## src/hdl/hfc_pkg.sv

```systemverilog
// constants, field layouts and carrier types for the field conditioning core
// assumes a 50 MHz system clock; shared by the core and its bench
package hfc_pkg;
    localparam int CLK_PERIOD_NS = 20;
    localparam int BIT_TIME_NS = 1000;
    localparam int BIT_CYC = (BIT_TIME_NS + CLK_PERIOD_NS - 1) / CLK_PERIOD_NS;
    localparam int HALF_CYC = BIT_CYC / 2;
    localparam int FRAME_BITS = 21;
    localparam int REPLY_BITS = 17;
    localparam int GAIN_FRAC = 6;
    localparam int OUT_MAX = 511;
    localparam int OUT_MIN = -512;
    localparam int SPAN_STEP_MT = 20;
    localparam logic [2:0] ADDR_GAIN_BIAS = 3'h0;
    localparam logic [2:0] ADDR_SHAPING = 3'h1;
    localparam logic [2:0] ADDR_PROD_A = 3'h2;
    localparam logic [2:0] ADDR_PROD_B = 3'h3;
    localparam logic [2:0] ADDR_READOUT = 3'h4;
    localparam logic [1:0] CMD_WRITE = 2'h1;
    localparam logic [1:0] CMD_READ = 2'h2;
    localparam int BIAS_LSB = 0;
    localparam int GAIN_LSB = 8;
    localparam int SPAN_LSB = 0;
    localparam int TCL_LSB = 3;
    localparam int TCQ_LSB = 8;
    localparam int ALIGN_BIT = 13;
    localparam int FREEZE_BIT = 14;
    localparam logic [15:0] GAIN_BIAS_RST = 16'h4000;
    localparam logic [15:0] SHAPING_RST = 16'h0000;
    localparam logic [9:0] DIAG_CODE = 10'h000;
    localparam logic [9:0] MID_CODE = 10'h200;

    typedef enum {ST_IDLE, ST_START, ST_BITS, ST_EXEC, ST_REPLY} hfc_state_type;

    typedef struct packed {
        logic [1:0] cmd;
        logic [2:0] addr;
        logic [15:0] data;
    } hfc_frame_type;

    typedef struct packed {
        logic valid;
        logic conv_ovf;
        logic overtemp;
        logic signed [9:0] field;
    } hfc_sample_type;
endpackage

```

## src/hdl/hfc_core.sv

```systemverilog
// field conditioning core: offset/gain path, settings memory, supply-line command port
// assumes converter samples and status arrive synchronous to sys_clk; prog line is async
//
// Operation
// - gain is 8-bit, -2 to +127/64 in 1/64 steps; unity maps full scale to full scale
// - an 8-bit bias is subtracted in the adder, setting the zero-field output
// - alignment bit 1 scales bias over the full output range
// - alignment bit 0 scales bias over one quarter of full scale
// - 3-bit range code n selects plus/minus 20*(n+1) mT
// - 16-bit readback register holds the current processed value
// - only ten bits are valid, range -512 to 511
// - readback register is read-only; writes leave it alone
// - with unity gain, negative fields give positive readings
// - adder or multiplier overflow is an error
// - converter overflow and overtemperature are errors
// - any error forces the output into the lower diagnostic band
// - once lock is active, memory writes are refused
// - the lock bit can never be cleared by the customer
// - while unlocked, setting writes are accepted
// - commands arrive on the supply line; device answers on its output pin
// - four 16-bit customer memory words are exposed
// - second word holds range, two temperature coefficients, alignment and lock
// - third and fourth words hold production data, readable only
// - output equals gain times (negated input minus bias), both two's complement
// - lock takes effect only after the next power cycle
// - locked devices still answer reads with all contents
`timescale 1ns/1ps
module hfc_core #(
    // arbitrary production words, replaced per part
    parameter logic [15:0] PROD_INFO_A = 16'h5A5A,
    parameter logic [15:0] PROD_INFO_B = 16'hA5A5
) (
    // clock, resets, enable
    input wire logic sys_clk,
    input wire logic rst,
    input wire logic nvm_blank,
    input wire logic clk_en,
    // converter side
    input wire hfc_pkg::hfc_sample_type smp,
    output logic [2:0] field_span_sel,
    output logic [7:0] span_mt,
    output logic [4:0] temp_coef_linear,
    output logic [4:0] temp_coef_quad,
    // output stage
    output logic [9:0] out_code,
    output logic diag_level_band,
    output logic [15:0] processed_field_readout,
    // programming link
    input wire logic supply_prog_line,
    output logic reply_line,
    output logic reply_active,
    output logic customer_freeze_bit
);
    logic sync1_reg, sync2_reg, sync3_reg, line_reg, line_next;
    hfc_pkg::hfc_state_type state_reg, state_next;
    logic [5:0] cnt_reg, cnt_next;
    logic [4:0] idx_reg, idx_next;
    logic [20:0] shift_reg, shift_next;
    logic [16:0] rsh_reg, rsh_next;
    logic reply_reg, reply_next, ract_reg, ract_next;
    logic [15:0] gain_bias_reg, gain_bias_next, shaping_reg, shaping_next;
    logic lock_reg, lock_next, seen_reg, seen_next;
    logic [15:0] readout_reg, readout_next;
    logic [9:0] code_reg, code_next;
    logic diag_reg, diag_next;
    logic [7:0] span_reg, span_next;
    hfc_pkg::hfc_frame_type frm;
    logic [15:0] rd_value;
    logic signed [11:0] x_val, bias_val, diff;
    logic signed [19:0] prod, scaled;
    logic add_ovf, mul_ovf, any_err;

    assign frm = shift_reg;

    // three-stage sync; a level is taken only once stages two and three agree
    always_comb begin
        line_next = line_reg;
        if (sync2_reg == sync3_reg) begin
            line_next = sync3_reg;
        end
    end

    always_ff @(posedge sys_clk or posedge rst) begin
        if (rst) begin
            sync1_reg <= 1'b1;
            sync2_reg <= 1'b1;
            sync3_reg <= 1'b1;
            line_reg <= 1'b1;
        end else if (clk_en) begin
            sync1_reg <= supply_prog_line;
            sync2_reg <= sync1_reg;
            sync3_reg <= sync2_reg;
            line_reg <= line_next;
        end
    end

    // signal path
    always_comb begin
        x_val = -$signed({{2{smp.field[9]}}, smp.field});
        if (shaping_reg[hfc_pkg::ALIGN_BIT]) begin
            bias_val = $signed({{2{gain_bias_reg[7]}}, gain_bias_reg[7:0], 2'b00});
        end else begin
            bias_val = $signed({{4{gain_bias_reg[7]}}, gain_bias_reg[7:0]});
        end
        diff = x_val - bias_val;
        prod = $signed(gain_bias_reg[15:8]) * diff;
        scaled = prod >>> hfc_pkg::GAIN_FRAC;
        add_ovf = (diff > hfc_pkg::OUT_MAX) || (diff < hfc_pkg::OUT_MIN);
        mul_ovf = (scaled > hfc_pkg::OUT_MAX) || (scaled < hfc_pkg::OUT_MIN);
        any_err = add_ovf || mul_ovf || smp.conv_ovf || smp.overtemp;
        readout_next = readout_reg;
        code_next = code_reg;
        diag_next = diag_reg;
        if (smp.valid) begin
            readout_next = {{6{scaled[9]}}, scaled[9:0]};
            diag_next = any_err;
            if (any_err) begin
                code_next = hfc_pkg::DIAG_CODE;
            end else begin
                code_next = scaled[9:0] ^ hfc_pkg::MID_CODE;
            end
        end
        span_next = 8'(hfc_pkg::SPAN_STEP_MT * (int'(shaping_reg[2:0]) + 1));
    end

    always_ff @(posedge sys_clk or posedge rst) begin
        if (rst) begin
            readout_reg <= 16'h0000;
            code_reg <= hfc_pkg::MID_CODE;
            diag_reg <= 1'b0;
            span_reg <= 8'h14;
        end else if (clk_en) begin
            readout_reg <= readout_next;
            code_reg <= code_next;
            diag_reg <= diag_next;
            span_reg <= span_next;
        end
    end

    // settings memory and lock; the memory keeps its content across rst (power cycle)
    always_comb begin
        gain_bias_next = gain_bias_reg;
        shaping_next = shaping_reg;
        if (state_reg == hfc_pkg::ST_EXEC && frm.cmd == hfc_pkg::CMD_WRITE && !lock_reg) begin
            if (frm.addr == hfc_pkg::ADDR_GAIN_BIAS) begin
                gain_bias_next = frm.data;
            end else if (frm.addr == hfc_pkg::ADDR_SHAPING) begin
                shaping_next = frm.data;
                shaping_next[hfc_pkg::FREEZE_BIT] = shaping_reg[hfc_pkg::FREEZE_BIT]
                    | frm.data[hfc_pkg::FREEZE_BIT];
            end
            // production words and the readback are never written
        end
        unique case (frm.addr)
            hfc_pkg::ADDR_GAIN_BIAS: rd_value = gain_bias_next;
            hfc_pkg::ADDR_SHAPING: rd_value = shaping_next;
            hfc_pkg::ADDR_PROD_A: rd_value = PROD_INFO_A;
            hfc_pkg::ADDR_PROD_B: rd_value = PROD_INFO_B;
            hfc_pkg::ADDR_READOUT: rd_value = readout_reg;
            default: rd_value = 16'h0000;
        endcase
        // lock is sampled once after power-up, so a freshly set bit waits for the next power cycle
        lock_next = lock_reg;
        seen_next = 1'b1;
        if (!seen_reg) begin
            lock_next = shaping_reg[hfc_pkg::FREEZE_BIT];
        end
    end

    always_ff @(posedge sys_clk or posedge nvm_blank) begin
        if (nvm_blank) begin
            gain_bias_reg <= hfc_pkg::GAIN_BIAS_RST;
            shaping_reg <= hfc_pkg::SHAPING_RST;
        end else if (clk_en) begin
            gain_bias_reg <= gain_bias_next;
            shaping_reg <= shaping_next;
        end
    end

    always_ff @(posedge sys_clk or posedge rst) begin
        if (rst) begin
            lock_reg <= 1'b0;
            seen_reg <= 1'b0;
        end else if (clk_en) begin
            lock_reg <= lock_next;
            seen_reg <= seen_next;
        end
    end

    // command receiver and reply sender
    always_comb begin
        state_next = state_reg;
        cnt_next = cnt_reg;
        idx_next = idx_reg;
        shift_next = shift_reg;
        rsh_next = rsh_reg;
        unique case (state_reg)
            hfc_pkg::ST_IDLE: begin
                cnt_next = 6'h00;
                if (!line_reg) begin
                    state_next = hfc_pkg::ST_START;
                end
            end
            hfc_pkg::ST_START: begin
                cnt_next = cnt_reg + 6'h01;
                if (cnt_reg == 6'(hfc_pkg::HALF_CYC - 1)) begin
                    cnt_next = 6'h00;
                    idx_next = 5'h00;
                    // a glitch shorter than half a bit is dropped
                    state_next = line_reg ? hfc_pkg::ST_IDLE : hfc_pkg::ST_BITS;
                end
            end
            hfc_pkg::ST_BITS: begin
                cnt_next = cnt_reg + 6'h01;
                if (cnt_reg == 6'(hfc_pkg::BIT_CYC - 1)) begin
                    cnt_next = 6'h00;
                    shift_next = {shift_reg[19:0], line_reg};
                    idx_next = idx_reg + 5'h01;
                    if (idx_reg == 5'(hfc_pkg::FRAME_BITS - 1)) begin
                        state_next = hfc_pkg::ST_EXEC;
                    end
                end
            end
            hfc_pkg::ST_EXEC: begin
                cnt_next = 6'h00;
                idx_next = 5'h00;
                rsh_next = {1'b1, rd_value};
                if (frm.cmd == hfc_pkg::CMD_READ || frm.cmd == hfc_pkg::CMD_WRITE) begin
                    state_next = hfc_pkg::ST_REPLY;
                end else begin
                    state_next = hfc_pkg::ST_IDLE;
                end
            end
            hfc_pkg::ST_REPLY: begin
                cnt_next = cnt_reg + 6'h01;
                if (cnt_reg == 6'(hfc_pkg::BIT_CYC - 1)) begin
                    cnt_next = 6'h00;
                    rsh_next = {rsh_reg[15:0], 1'b0};
                    idx_next = idx_reg + 5'h01;
                    if (idx_reg == 5'(hfc_pkg::REPLY_BITS - 1)) begin
                        state_next = hfc_pkg::ST_IDLE;
                    end
                end
            end
        endcase
        ract_next = (state_next == hfc_pkg::ST_REPLY);
        reply_next = ract_next && rsh_next[16];
    end

    always_ff @(posedge sys_clk or posedge rst) begin
        if (rst) begin
            state_reg <= hfc_pkg::ST_IDLE;
            cnt_reg <= 6'h00;
            idx_reg <= 5'h00;
            shift_reg <= 21'h000000;
            rsh_reg <= 17'h00000;
            reply_reg <= 1'b0;
            ract_reg <= 1'b0;
        end else if (clk_en) begin
            state_reg <= state_next;
            cnt_reg <= cnt_next;
            idx_reg <= idx_next;
            shift_reg <= shift_next;
            rsh_reg <= rsh_next;
            reply_reg <= reply_next;
            ract_reg <= ract_next;
        end
    end

    assign field_span_sel = shaping_reg[hfc_pkg::SPAN_LSB +: 3];
    assign temp_coef_linear = shaping_reg[hfc_pkg::TCL_LSB +: 5];
    assign temp_coef_quad = shaping_reg[hfc_pkg::TCQ_LSB +: 5];
    assign span_mt = span_reg;
    assign out_code = code_reg;
    assign diag_level_band = diag_reg;
    assign processed_field_readout = readout_reg;
    assign reply_line = reply_reg;
    assign reply_active = ract_reg;
    assign customer_freeze_bit = lock_reg;
endmodule

```

## config.mk

```make
export PLATFORM = sky130hd
export DESIGN_NAME = hfc_core
export DESIGN_NICKNAME = d
export VERILOG_FILES = /design/src/hdl/hfc_pkg.sv /design/src/hdl/hfc_core.sv
export SDC_FILE = /design/constraint.sdc
export NUM_CORES = 1
export LEC_CHECK = 0
export BUFFER_PORTS_ARGS = -buffer_cell sky130_fd_sc_hd__buf_4
export CORE_UTILIZATION = 50
export DETAILED_ROUTE_END_ITERATION = 12
export PLACE_DENSITY = 0.66
export SYNTH_ARGS = -nofsm -noshare
export SYNTH_HDL_FRONTEND = slang
export SYNTH_SLANG_ARGS = --single-unit
```

## constraint.sdc

```tcl
create_clock -name sys_clk -period 7.89 [get_ports sys_clk]
set_clock_uncertainty 0.15 [all_clocks]
set_input_delay 0.3945 -clock sys_clk [delete_from_list [all_inputs] [get_ports sys_clk]]
set_output_delay 0.3945 -clock sys_clk [all_outputs]
set_load 0.01 [all_outputs]
```

Word level (Yosys, flattened, before mapping)
Index checks and enable logic that the tools add are counted.
{"block": "word_totals", "output_inout_bits": 51, "reg_bits": 148, "word_cells": 101}
{"block": "classes", "reduce_logical": 22, "n_mul": 2, "add_sub_neg": 5, "magnitude_cmp": 4, "n_mux": 25, "eq_ne": 20, "bitwise_logic": 3}
{"cell": "32-bit two-way mux", "count": 6}
{"cell": "32-bit one-hot mux with 5 select lines", "count": 1}
{"cell": "16-bit two-way mux", "count": 5}
{"cell": "16-bit one-hot mux with 5 select lines", "count": 1}
{"cell": "32-bit by 2-bit == test with 1-bit output, second input constant", "count": 2}
{"cell": "32-bit by 3-bit == test with 1-bit output, second input constant", "count": 2}
{"cell": "17-bit one-hot mux with 2 select lines", "count": 1}
{"cell": "32-bit by 1-bit == test with 1-bit output, second input constant", "count": 1}
{"cell": "32-bit by 4-bit == test with 1-bit output, second input constant", "count": 1}
{"cell": "32-bit logical NOT", "count": 1}
{"cell": "8-bit by 12-bit multiplier with 20-bit output", "count": 1}
{"cell": "6-bit one-hot mux with 3 select lines", "count": 1}
{"cell": "17-bit two-way mux", "count": 1}
{"cell": "5-bit one-hot mux with 3 select lines", "count": 1}
{"cell": "14-bit by 10-bit > comparator with 1-bit output, second input constant", "count": 1}
{"cell": "14-bit by 10-bit < comparator with 1-bit output, second input constant", "count": 1}
{"cell": "12-bit by 10-bit > comparator with 1-bit output, second input constant", "count": 1}
{"cell": "12-bit by 10-bit < comparator with 1-bit output, second input constant", "count": 1}
{"cell": "6-bit two-way mux", "count": 2}
{"cell": "10-bit negation with 12-bit output", "count": 1}
{"cell": "12-bit by 10-bit subtractor with 12-bit output", "count": 1}
{"cell": "5-bit == test, second input constant", "count": 2}
{"cell": "10-bit two-way mux", "count": 1}
{"cell": "5-bit two-way mux", "count": 2}
{"cell": "other kinds (29)", "count": 43}

Logic depth before layout (Yosys ltp)
Gate-level depths: netlist (run 1).
{"block": "depth", "word_depth": 9, "mapped_depth": 31, "mapped_depth_nobuf": 30}

Least setup slack after synthesis (run 1)
Ideal clock, no wire load.
{"block": "synth_path", "path_kind": "reg2reg", "startpoint": "register shaping_reg[13]", "endpoint": "register diag_reg (netlist: diag_level_band)", "stages_incl_launch_ff": 29, "setup_time_ns": 0.127, "path_slack_ns": 0.477, "t_required_ns": 7.613, "period_less_slack_ns": 7.413, "t_arrival_ns": 7.136, "path_cell_list": "dfrtp_1 clkbuf_1 mux2i_1 ha_1 ha_1 nor2b_1 o21a_1 o21ai_0 a21oi_1 o21ai_0 clkbuf_1 and2_1 inv_1 fa_1 fa_1 inv_1 fa_1 inv_1 fa_1 inv_1 ha_1 a21oi_1 a21boi_0 a211oi_1 a31oi_1 xnor2_1 nor3b_2 a22oi_4 o32a_2"}
{"block": "synth_between", "elab_chain_cells": 8, "word_cells_on_any_way": 12}
{"item": "from (decl)", "line": "hfc_core.sv:61", "text": "logic [15:0] gain_bias_reg, gain_bias_next, shaping_reg, shaping_next;"}
{"item": "from (signal assigned)", "line": "hfc_core.sv:173", "text": "shaping_reg <= hfc_pkg::SHAPING_RST;"}
{"item": "from (signal assigned)", "line": "hfc_core.sv:176", "text": "shaping_reg <= shaping_next;"}
{"item": "9-bit two-way mux *", "line": "hfc_core.sv:100", "text": "if (shaping_reg[hfc_pkg::ALIGN_BIT]) begin"}
{"item": "12-bit by 10-bit subtractor with 12-bit output *", "line": "hfc_core.sv:105", "text": "diff = x_val - bias_val;"}
{"item": "8-bit by 12-bit multiplier with 20-bit output", "line": "hfc_core.sv:106", "text": "prod = $signed(gain_bias_reg[15:8]) * diff;"}
{"item": "14-bit by 10-bit > comparator with 1-bit output / 14-bit by 10-bit < comparator with 1-bit output (equally long branches)", "line": "hfc_core.sv:109", "text": "mul_ovf = (scaled > hfc_pkg::OUT_MAX) || (scaled < hfc_pkg::OUT_MIN);"}
{"item": "1-bit logical OR", "line": "hfc_core.sv:109"}
{"item": "1-bit logical OR * (3 in series)", "line": "hfc_core.sv:110", "text": "any_err = add_ovf || mul_ovf || smp.conv_ovf || smp.overtemp;"}
{"item": "to (signal assigned)", "line": "hfc_core.sv:135", "text": "diag_reg <= diag_next;"}
{"item": "to (decl)", "line": "hfc_core.sv:65", "text": "logic diag_reg, diag_next;"}
Every way passes the cells marked *; elsewhere a longest branch is shown, timed or not.
A chain may end at the register's enable or synchronous reset.

Final worst setup path (run 1)
{"block": "layout_path", "startpoint": "register shaping_reg[13]", "endpoint": "register code_reg[0] (netlist: out_code[0])"}
{"block": "layout_between", "elab_chain_cells": 9, "word_cells_on_any_way": 13}
{"item": "9-bit two-way mux *", "line": "hfc_core.sv:100"}
{"item": "12-bit by 10-bit subtractor with 12-bit output *", "line": "hfc_core.sv:105"}
{"item": "8-bit by 12-bit multiplier with 20-bit output", "line": "hfc_core.sv:106"}
{"item": "14-bit by 10-bit > comparator with 1-bit output / 14-bit by 10-bit < comparator with 1-bit output (equally long branches)", "line": "hfc_core.sv:109"}
{"item": "1-bit logical OR", "line": "hfc_core.sv:109"}
{"item": "1-bit logical OR (3 in series)", "line": "hfc_core.sv:110"}
{"item": "10-bit two-way mux *", "line": "hfc_core.sv:117", "text": "if (any_err) begin"}
{"item": "to (signal assigned)", "line": "hfc_core.sv:129", "text": "code_reg <= hfc_pkg::MID_CODE;"}
{"item": "to (signal assigned)", "line": "hfc_core.sv:134", "text": "code_reg <= code_next;"}
{"item": "to (decl)", "line": "hfc_core.sv:64", "text": "logic [9:0] code_reg, code_next;"}
Marks and branches as above.

==> parameters.txt, run 1 <==
Parameter                              Value

Die
  Initial Util ... 51.1%
  Die Width ... ~150 um
  Die ar. ... between 20000 and 25000 um2
  Die Ht ... 151 um
  Top-level I/O count ... 69
  Row Count ... between 50 and 60
  Standard cell core area ... 21800 um2

Worst setup path
  Endpoint class of the critical path ... flop
  Cell with the biggest individual delay on the critical path ... sky130_fd_sc_hd__fa_1
  Register-to-register path setup slack ... 0.43 ns
  Critical path fanouts, max ... 10
  Most frequent CP cell ... sky130_fd_sc_hd__fa_1
  Highest cell delay on the worst timing path ... about 0.56 ns
  Setup Crit Path Kind ... reg2reg
  Endpoint required time on the critical path ... 8.01 ns
  Category of the worst setup path launch point ... flop
  Data arrival time at the worst-slack endpoint ... between 7 and 8 ns
  Reg2Reg Depth ... 28
  Crit path launch ... shaping_reg[13]
  Worst R2R End ... out_code[0]
  Reg2reg start ... shaping_reg[13]

Synthesis
  XOR/XNOR share of the synthesized area ... 2.36%
  Synth area leaders ... sky130_fd_sc_hd__dfrtp_1, sky130_fd_sc_hd__fa_1, sky130_fd_sc_hd__ha_1, sky130_fd_sc_hd__mux2_2, sky130_fd_sc_hd__and2_1
  Proportion of synthesized chip area in sequential cells ... 33.3%
  Share of the synthesized area in the top cell type ... 31.4%
  Complex-gate fraction of the synthesized area ... 11.1%
  Number of distinct library cells after synthesis ... 78
  EDFF count, synth ... 0
  Simple logic cell fraction of the synthesized area ... 16.7%
  Async set-or-reset flop fraction in the synthesized netlist ... 100%
  Total of flip-flops plus latches after synthesis ... 148
  Average footprint of a synthesized cell ... 9.69 um2
  Multiplexer share of the synthesized area ... 7.61%
  Cell type contributing the most total cell area after synthesis ... sky130_fd_sc_hd__dfrtp_1
  Synthesis Warnings ... 0
  Post-synthesis instance area ... ~11000 um2
  Combinational family with the most area after synthesis ... adder cells
  Top_reg_cell synth ... sky130_fd_sc_hd__dfrtp_1
  Adder-Cell Fraction of Synth Area ... a little over a fifth
  Count of mapped cells out of synthesis ... 1150

Routing
  Number of iterations in the first detailed-routing pass ... 5
  Mean routed wirelength per cell ... 17.4 um
  Total Routed Length ... 25800 um
  DRC marker count from the first detailed-route iteration ... 564
  Total via count after detailed routing ... 8237
  Post-detailed-route count of antenna-violating nets ... 0
  Number of remaining DRC errors ... 0
  Vias per std cell ... 5.55

CTS
  Buffers from clock root to sink, at most ... 2
  H-tree level count ... 4
  Insertion delay of the later-clocked pin in the worst-skew pair ... 0.42 ns
  Library cell used as clock root buffer ... sky130_fd_sc_hd__clkbuf_16
  Number of sinks on the clock net ... 148
  Cts bufs inserted ... 17
  CTS tree ... done
  Clock-pin transition on the worst setup and hold timing paths ... 0.07 ns

Timing
  Normalized max-slew margin ... 31.3%
  Final period demand of the worst path ... 7.46 ns
  Worst hold-check slack ... a little under 0.07 ns
  Max Clk Rate ... 134 MHz
  Final hold viol count ... 0
  Slew @ Worst Pin ... 1.03 ns
  Final slew viol count ... 0
  Smallest setup slack after layout ... 0.434 ns
  RSZ-0062 raised after global routing ... no
  Final Cycle Share ... 94.5%
  # setup viols final ... 0
  Aggregate negative setup slack ... 0 ns

Run
  Reported max-cap violation count ... 0

Power
  Switching power ... roughly 0.46 mW
  Pwr/cell area ... 145 nW/um2
  Share of power burned in the clock network ... 46.4%
  Overall Power ... 1.80 mW
  Switching fraction of total power ... 25.5%
  Fraction of power consumed by sequential logic ... 44.4%
  Pleak ... between 6 and 7 nW
  Internal power consumption ... 1.34 mW
  Comb power frac ... under 10%
  Worst vdd rail ir drop ... 0.101 mV

Layout
  Layout Area Growth over Synthesis ... 11.8%
  Share of layout cells above drive strength 1 ... approximately 17%
  Antenna Diode Count ... 0
  Largest register FFs ... 32
  Core Util, Final ... 57.1%
  Final layout net count ... between 1000 and 1500
  Most frequent standard cell in the layout excluding fill and tap cells ... sky130_fd_sc_hd__dfrtp_1
  Non-filler cells, final ... 1483
  Post-layout instance area ... ~12000 um2
  Most frequent cells in the layout ... sky130_fd_sc_hd__dfrtp_1, sky130_fd_sc_hd__inv_1, sky130_fd_sc_hd__nand2_1

Placed design
  HPWL after detailed placement ... ~19000 um
  Port buffer count ... 66
  Total placed cells including tap cells ... 1446
  Pre-CTS WS ... 0.147 ns
  Global placer's final weighted congestion ... approximately 0.96
  Post-place instance area ... 11800 um2

GRT
  GR Util All Layers ... 24.1%
  Largest net degree at the start of global routing ... a little over 80
  Grt total ovfl ... 0
  Wire length of the first global-routing pass ... about 42000 um
  Via count of the first global-routing pass ... 7963
  Initial antenna violation count ... 0

Min path
  Class of the worst hold path ... in2reg
  Worst hold path stage count ... 2
  Min-Delay Startpoint ... supply_prog_line
  Destination of the worst hold path ... sync1_reg

Outcome
  Run status ... finished, final reports clean
[cell usage after synthesis (all sizes together), types with 7 or more instances]
cell type    n
dfrtp      140
inv        134
nand2      105
and2        84
fa          76
ha          67
mux2        62
o21ai       60
a21oi       55
nor2        49
clkbuf      36
nand3       31
buf         30
xnor2       22
nor3        16
mux2i       15
nor2b       15
nand2b      13
nor4        11
o41ai       10
a222oi       8
dfstp        8
xor2         8
a22oi        7
nand4        7
[timing repair]
item / CTS / global route
hold buffers: 3 / 1
endpoints found under the hold margin: 67 / 1
endpoints found under the setup margin: 0 / 11
gates resized for setup: 0 / 9
buffers inserted: 0 / 1
[layout make-up]
type,instances,area [um2]
fill,1973,9370
multi-input combinational,802,6620
sequential,148,3710
timing repair buffer,86,653
inverter,135,509
clock buffer,18,429
tap,280,350
clock inverter,14,175
[cell families after synthesis]
group / after synthesis
adders and majority gates: 143
xor gates and xnor gates: 30
and+or+nand+nor: 358
AOI/OAI and AO/OA: 192
muxes: 77
buffers and inverters: 201
other: 1
DFF: 148
[routing by layer]
metal	track usage, %	up-vias	wire, um
met5	0	-	0
met4	5.65	0	409
met3	4.19	28	1190
met2	36.0	210	11600
met1	36.1	4069	12600
li1	-	3930	-
[worst max path at each step]
stage	end	cells past startpoint	slack, ns
2_1_floorplan	diag_level_band	28	0.48
3_3_place_gp	out_code[8]	25	0.31
3_5_place_dp	out_code[0]	25	0.15
4_1_cts	out_code[0]	25	0.09
5_1_grt	out_code[0]	28	0.02
6_report	out_code[0]	28	0.43
[worst max-delay path: cells and delay by family (launching register included)]
| kind | cells | cell delay, ns |
|---|---|---|
| buffers and inverters | 5 | 0.54 |
| DFF | 1 | 0.46 |
| adders and majority gates | 8 | 3.18 |
| xor gates and xnor gates | 1 | 0.17 |
| AOI/OAI and AO/OA | 7 | 1.43 |
| and+or+nand+nor | 7 | 1.34 |
[power by group through the flow]
stage | registers, mW | clock network (mW) | logic [mW]
after floorplan | 0.808 | 0 | 0.111
after global placement | 0.814 | 0 | 0.160
after detailed placement | 0.815 | 0 | 0.163
after CTS | 0.801 | 0.847 | 0.165
after global routing | 0.805 | 0.876 | 0.190
final | 0.801 | 0.836 | 0.166
Note: power is estimated with default switching activity, not from simulation.
==> inputs of run 2 (changes only) <==
Settings changed: ABC_AREA from default to 1.
==> run 2 against run 1 <==
Compared with the run above:
- count of clock-buffer cells in the layout up 3
- synthesized cell count is 45% higher
- highest routed layer unchanged
- first-iteration DRC count is 2.5% lower
- critical endpoint is now diag_level_band
- die area rose by 9.6%
==> parameters.txt, run 2 <==
Parameter                              Value

Synthesis
  Total of flip-flops plus latches after synthesis ... 148 (unchanged)
  Number of distinct library cells after synthesis ... 43 (-45%)
  Top cell types by occurrence after synthesis ... sky130_fd_sc_hd__nand2_1, sky130_fd_sc_hd__inv_1, sky130_fd_sc_hd__dfrtp_1, sky130_fd_sc_hd__nor2_1, sky130_fd_sc_hd__o21ai_0
  Synth area leaders ... sky130_fd_sc_hd__dfrtp_1, sky130_fd_sc_hd__fa_1, sky130_fd_sc_hd__nand2_1, sky130_fd_sc_hd__inv_1, sky130_fd_sc_hd__ha_1
  Proportion of synthesized chip area in sequential cells ... 30.4% (-3.0 points)
  Synthesis Warnings ... 0 (unchanged)
  Average footprint of a synthesized cell ... 7.33 um2 (-24%)
  Cell with the most instances after synthesis ... sky130_fd_sc_hd__nand2_1
  Share of the synthesized area in the top cell type ... 28.6% (-2.8 points)
  EDFF count, synth ... 0 (unchanged)
  Post-synthesis instance area ... 12200 um2 (+9.7%)
  Cell type contributing the most total cell area after synthesis ... sky130_fd_sc_hd__dfrtp_1
  Top_reg_cell synth ... sky130_fd_sc_hd__dfrtp_1
  Count of mapped cells out of synthesis ... 1668 (+45%)
  Async set-or-reset flop fraction in the synthesized netlist ... 100% (unchanged)

Layout
  Final layout net count ... 1844 (+36%)
  Number of fillers in the final layout ... 2268 (+15%)
  Layout Area Growth over Synthesis ... 9.58%
  FF+latch area ... 3710 um2 (about the same)
  Non-filler cells, final ... 2015 (+36%)
  Most frequent cells in the layout ... sky130_fd_sc_hd__nand2_1, sky130_fd_sc_hd__inv_1, sky130_fd_sc_hd__dfrtp_1
  Most frequent standard cell in the layout excluding fill and tap cells ... sky130_fd_sc_hd__nand2_1
  Antenna Diode Count ... 0 (unchanged)
  Area taken by multi-input logic gates ... 6950 um2 (+4.9%)
  Share of layout cells above drive strength 1 ... 8.37% (-8.7 points)
  Largest register FFs ... 32 (unchanged)

Die
  Top-level I/O count ... 69 (unchanged)
  Standard cell core area ... 23800 um2 (+8.8%)
  Die Ht ... 158 um (+4.7%)
  Die ar. ... 25100 um2 (+9.6%)
  Die Width ... 158 um (+4.7%)
  Row Count ... 56 (+3.7%)
  Initial Util ... 51.5% (+0.42 points)

Worst setup path
  Setup Crit Path Kind ... reg2reg
  Data arrival time at the worst-slack endpoint ... 7.11 ns (-0.47 ns)
  Endpoint required time on the critical path ... 8.05 ns (+0.04 ns)
  Highest cell delay on the worst timing path ... 0.57 ns (about the same)
  Cell with the biggest individual delay on the critical path ... sky130_fd_sc_hd__dfrtp_1
  Most frequent CP cell ... sky130_fd_sc_hd__nand2_1
  Endpoint class of the critical path ... flop
  Reg2reg start ... shaping_reg[13]
  Category of the worst setup path launch point ... flop
  Critical path fanouts, max ... 15 (+5)
  Crit path launch ... shaping_reg[13]

CTS
  Cts bufs inserted ... 17 (unchanged)
  Buffers from clock root to sink, at most ... 2 (unchanged)
  CTS tree ... done
  # resized after CTS ... 0 (unchanged)
  Number of sinks on the clock net ... 148 (unchanged)
  Clock-pin transition on the worst setup and hold timing paths ... 0.06 ns (about the same)
  Library cell used as clock root buffer ... sky130_fd_sc_hd__clkbuf_16
  Insertion delay of the later-clocked pin in the worst-skew pair ... 0.42 ns (about the same)
  H-tree level count ... 4 (unchanged)

Timing
  Normalized max-slew margin ... 36.3% (+5.0 points)
  Final period demand of the worst path ... 6.94 ns (-0.511 ns)
  Max Clk Rate ... 144 MHz (+7.4%)
  Final hold viol count ... 0 (unchanged)
  Slew @ Worst Pin ... 0.954 ns (-0.0726 ns)
  # setup viols final ... 0 (unchanged)
  Final slew viol count ... 0 (unchanged)
  RSZ-0062 raised after global routing ... no
  Final Cycle Share ... 88.0% (-6.5 points)
  Aggregate negative setup slack ... 0 ns (unchanged)

GRT
  Via count of the first global-routing pass ... 10200 (+28%)
  GR Util All Layers ... 25.2% (+1.1 points)
  Grt total ovfl ... 0 (unchanged)
  Wire length of the first global-routing pass ... 49900 um (+18%)
  Largest net degree at the start of global routing ... 73 (-9.9%)
  Initial antenna violation count ... 0 (unchanged)

Min path
  Min-Delay Startpoint ... supply_prog_line
  Class of the worst hold path ... in2reg

Routing
  Post-detailed-route count of antenna-violating nets ... 0 (unchanged)
  Total Routed Length ... 29300 um (+13%)
  Total via count after detailed routing ... 10600 (+29%)
  Mean routed wirelength per cell ... 14.5 um (-17%)
  Number of iterations in the first detailed-routing pass ... 5 (unchanged)
  Number of remaining DRC errors ... 0 (unchanged)
  DRC marker count from the first detailed-route iteration ... 550 (-2.5%)
  Vias per std cell ... 5.26 (-5.3%)

Power
  Share of power burned in the clock network ... 15.7% (-31 points)
  Pwr/cell area ... 391 nW/um2 (+170%)
  Fraction of power consumed by sequential logic ... 19.1% (-25 points)
  Switching power ... 2.58 mW (+460%)
  Pleak ... 7.08 nW (+16%)
  Internal power consumption ... 2.66 mW (+98%)
  Worst vdd rail ir drop ... 0.283 mV (+180%)
  Switching fraction of total power ... 49.3% (+24 points)
  Comb power frac ... 65.3% (+56 points)

Placed design
  HPWL after detailed placement ... 21800 um (+14%)
  Total placed cells including tap cells ... 1981 (+37%)
  Global placer's final weighted congestion ... 0.926 (-3.1%)
  Port buffer count ... 66 (unchanged)

Outcome
  Run status ... finished, final reports clean

Run
  Reported max-cap violation count ... 0 (unchanged)
==> run 2: cell types whose count changed in the layout (fill, tap and decap cells not counted), moves of 70 or more <==
cell                      change
sky130_fd_sc_hd__inv_1      +169
sky130_fd_sc_hd__and2_1      -82
sky130_fd_sc_hd__nand3_1     +87
sky130_fd_sc_hd__o21ai_0     +70
sky130_fd_sc_hd__nand2_1    +277
sky130_fd_sc_hd__nor2_1      +83
==> run 2: metal layers <==
| metal | global-route usage (%) | share of wire, % | vias up |
|---|---|---|---|
| li1 | - | - | 5255 |
| met1 | 34.1 | 46 | 5037 |
| met2 | 41.8 | 48 | 272 |
| met3 | 2.99 | 4.3 | 36 |
| met4 | 8.47 | 1.7 | 0 |
| met5 | 0 | 0 | - |
==> run 2: area by class of cell <==
cell class | instances | share of cell area (%)
clock buffers | 21 | 3.36
clock inverters | 11 | 1.01
inverters | 312 | 8.76
multi-input cells | 1127 | 51.8
flip-flops and latches | 148 | 27.7
well taps | 319 | 2.98
repair buffers | 77 | 4.35
==> run 2: kinds of logic (layout without fill, tap and decap cells) <==
group / count (synthesis) / in the layout / share of synthesized area, %
DFF: 148 / 148 / 30.4
adders and majority gates: 143 / 143 / 19.3
AOI/OAI and AO/OA: 229 / 229 / 9.89
muxes: 1 / 1 / 0.0921
buffers and inverters: 394 / 421 / 12.9
other: 1 / 2 / 0.0307
xor gates and xnor gates: 21 / 21 / 1.50
and+or+nand+nor: 731 / 731 / 25.9
==> run 2: repair_timing <==
action	CTS	global route
buffers inserted	0	0
endpoints found under the hold margin	80	0
hold buffers	2	0
==> run 2: worst paths after layout <==
kind,end,slack [ns],cells past startpoint
max,diag_level_band,0.95,28
min,sync1_reg,0.04,3
max reg2reg,diag_level_band,0.95,28
min reg2reg,span_mt[4],0.32,2
max in group asynchronous,frm[2],5.84,4
min in group asynchronous,out_code[8],0.48,3
==> run 2: worst max-delay path: cells and delay by family (launching register included) <==
kind,cells,cell delay (ns)
AND/OR/NAND/NOR,12,1.20
AO/OA/AOI/OAI,6,1.27
adder cells (fa/ha/maj),7,3.05
XOR/XNOR,1,0.52
buffers and inverters,2,0.09
flip-flops,1,0.57
==> run 2: power groups by stage <==
stage | Sequential (mW) | Combinational (mW) | Clock [mW]
6_report | 0.998 | 3.42 | 0.820
3_5_place_dp | 1.01 | 3.42 | 0
2_1_floorplan | 1.00 | 2.67 | 0
4_1_cts | 0.997 | 3.44 | 0.831
5_1_grt | 1.01 | 4.00 | 0.862
3_3_place_gp | 1.01 | 3.37 | 0
==> run 2: stage by stage <==
step           power [mW]  utilization (%)  setup WS [ns]  cell area, um2  hold WS, ns
3_5_place_dp         4.43             53.9          0.984           12800        0.305
3_3_place_gp         4.38             53.9           1.08           12800        0.304
2_1_floorplan        3.67                -           1.54           12200        0.285
6_report             5.24             56.4          0.945           13400       0.0371
4_1_cts              5.27             56.4          0.970           13400       0.0258
5_1_grt              5.88             56.4          0.290           13400       0.0452
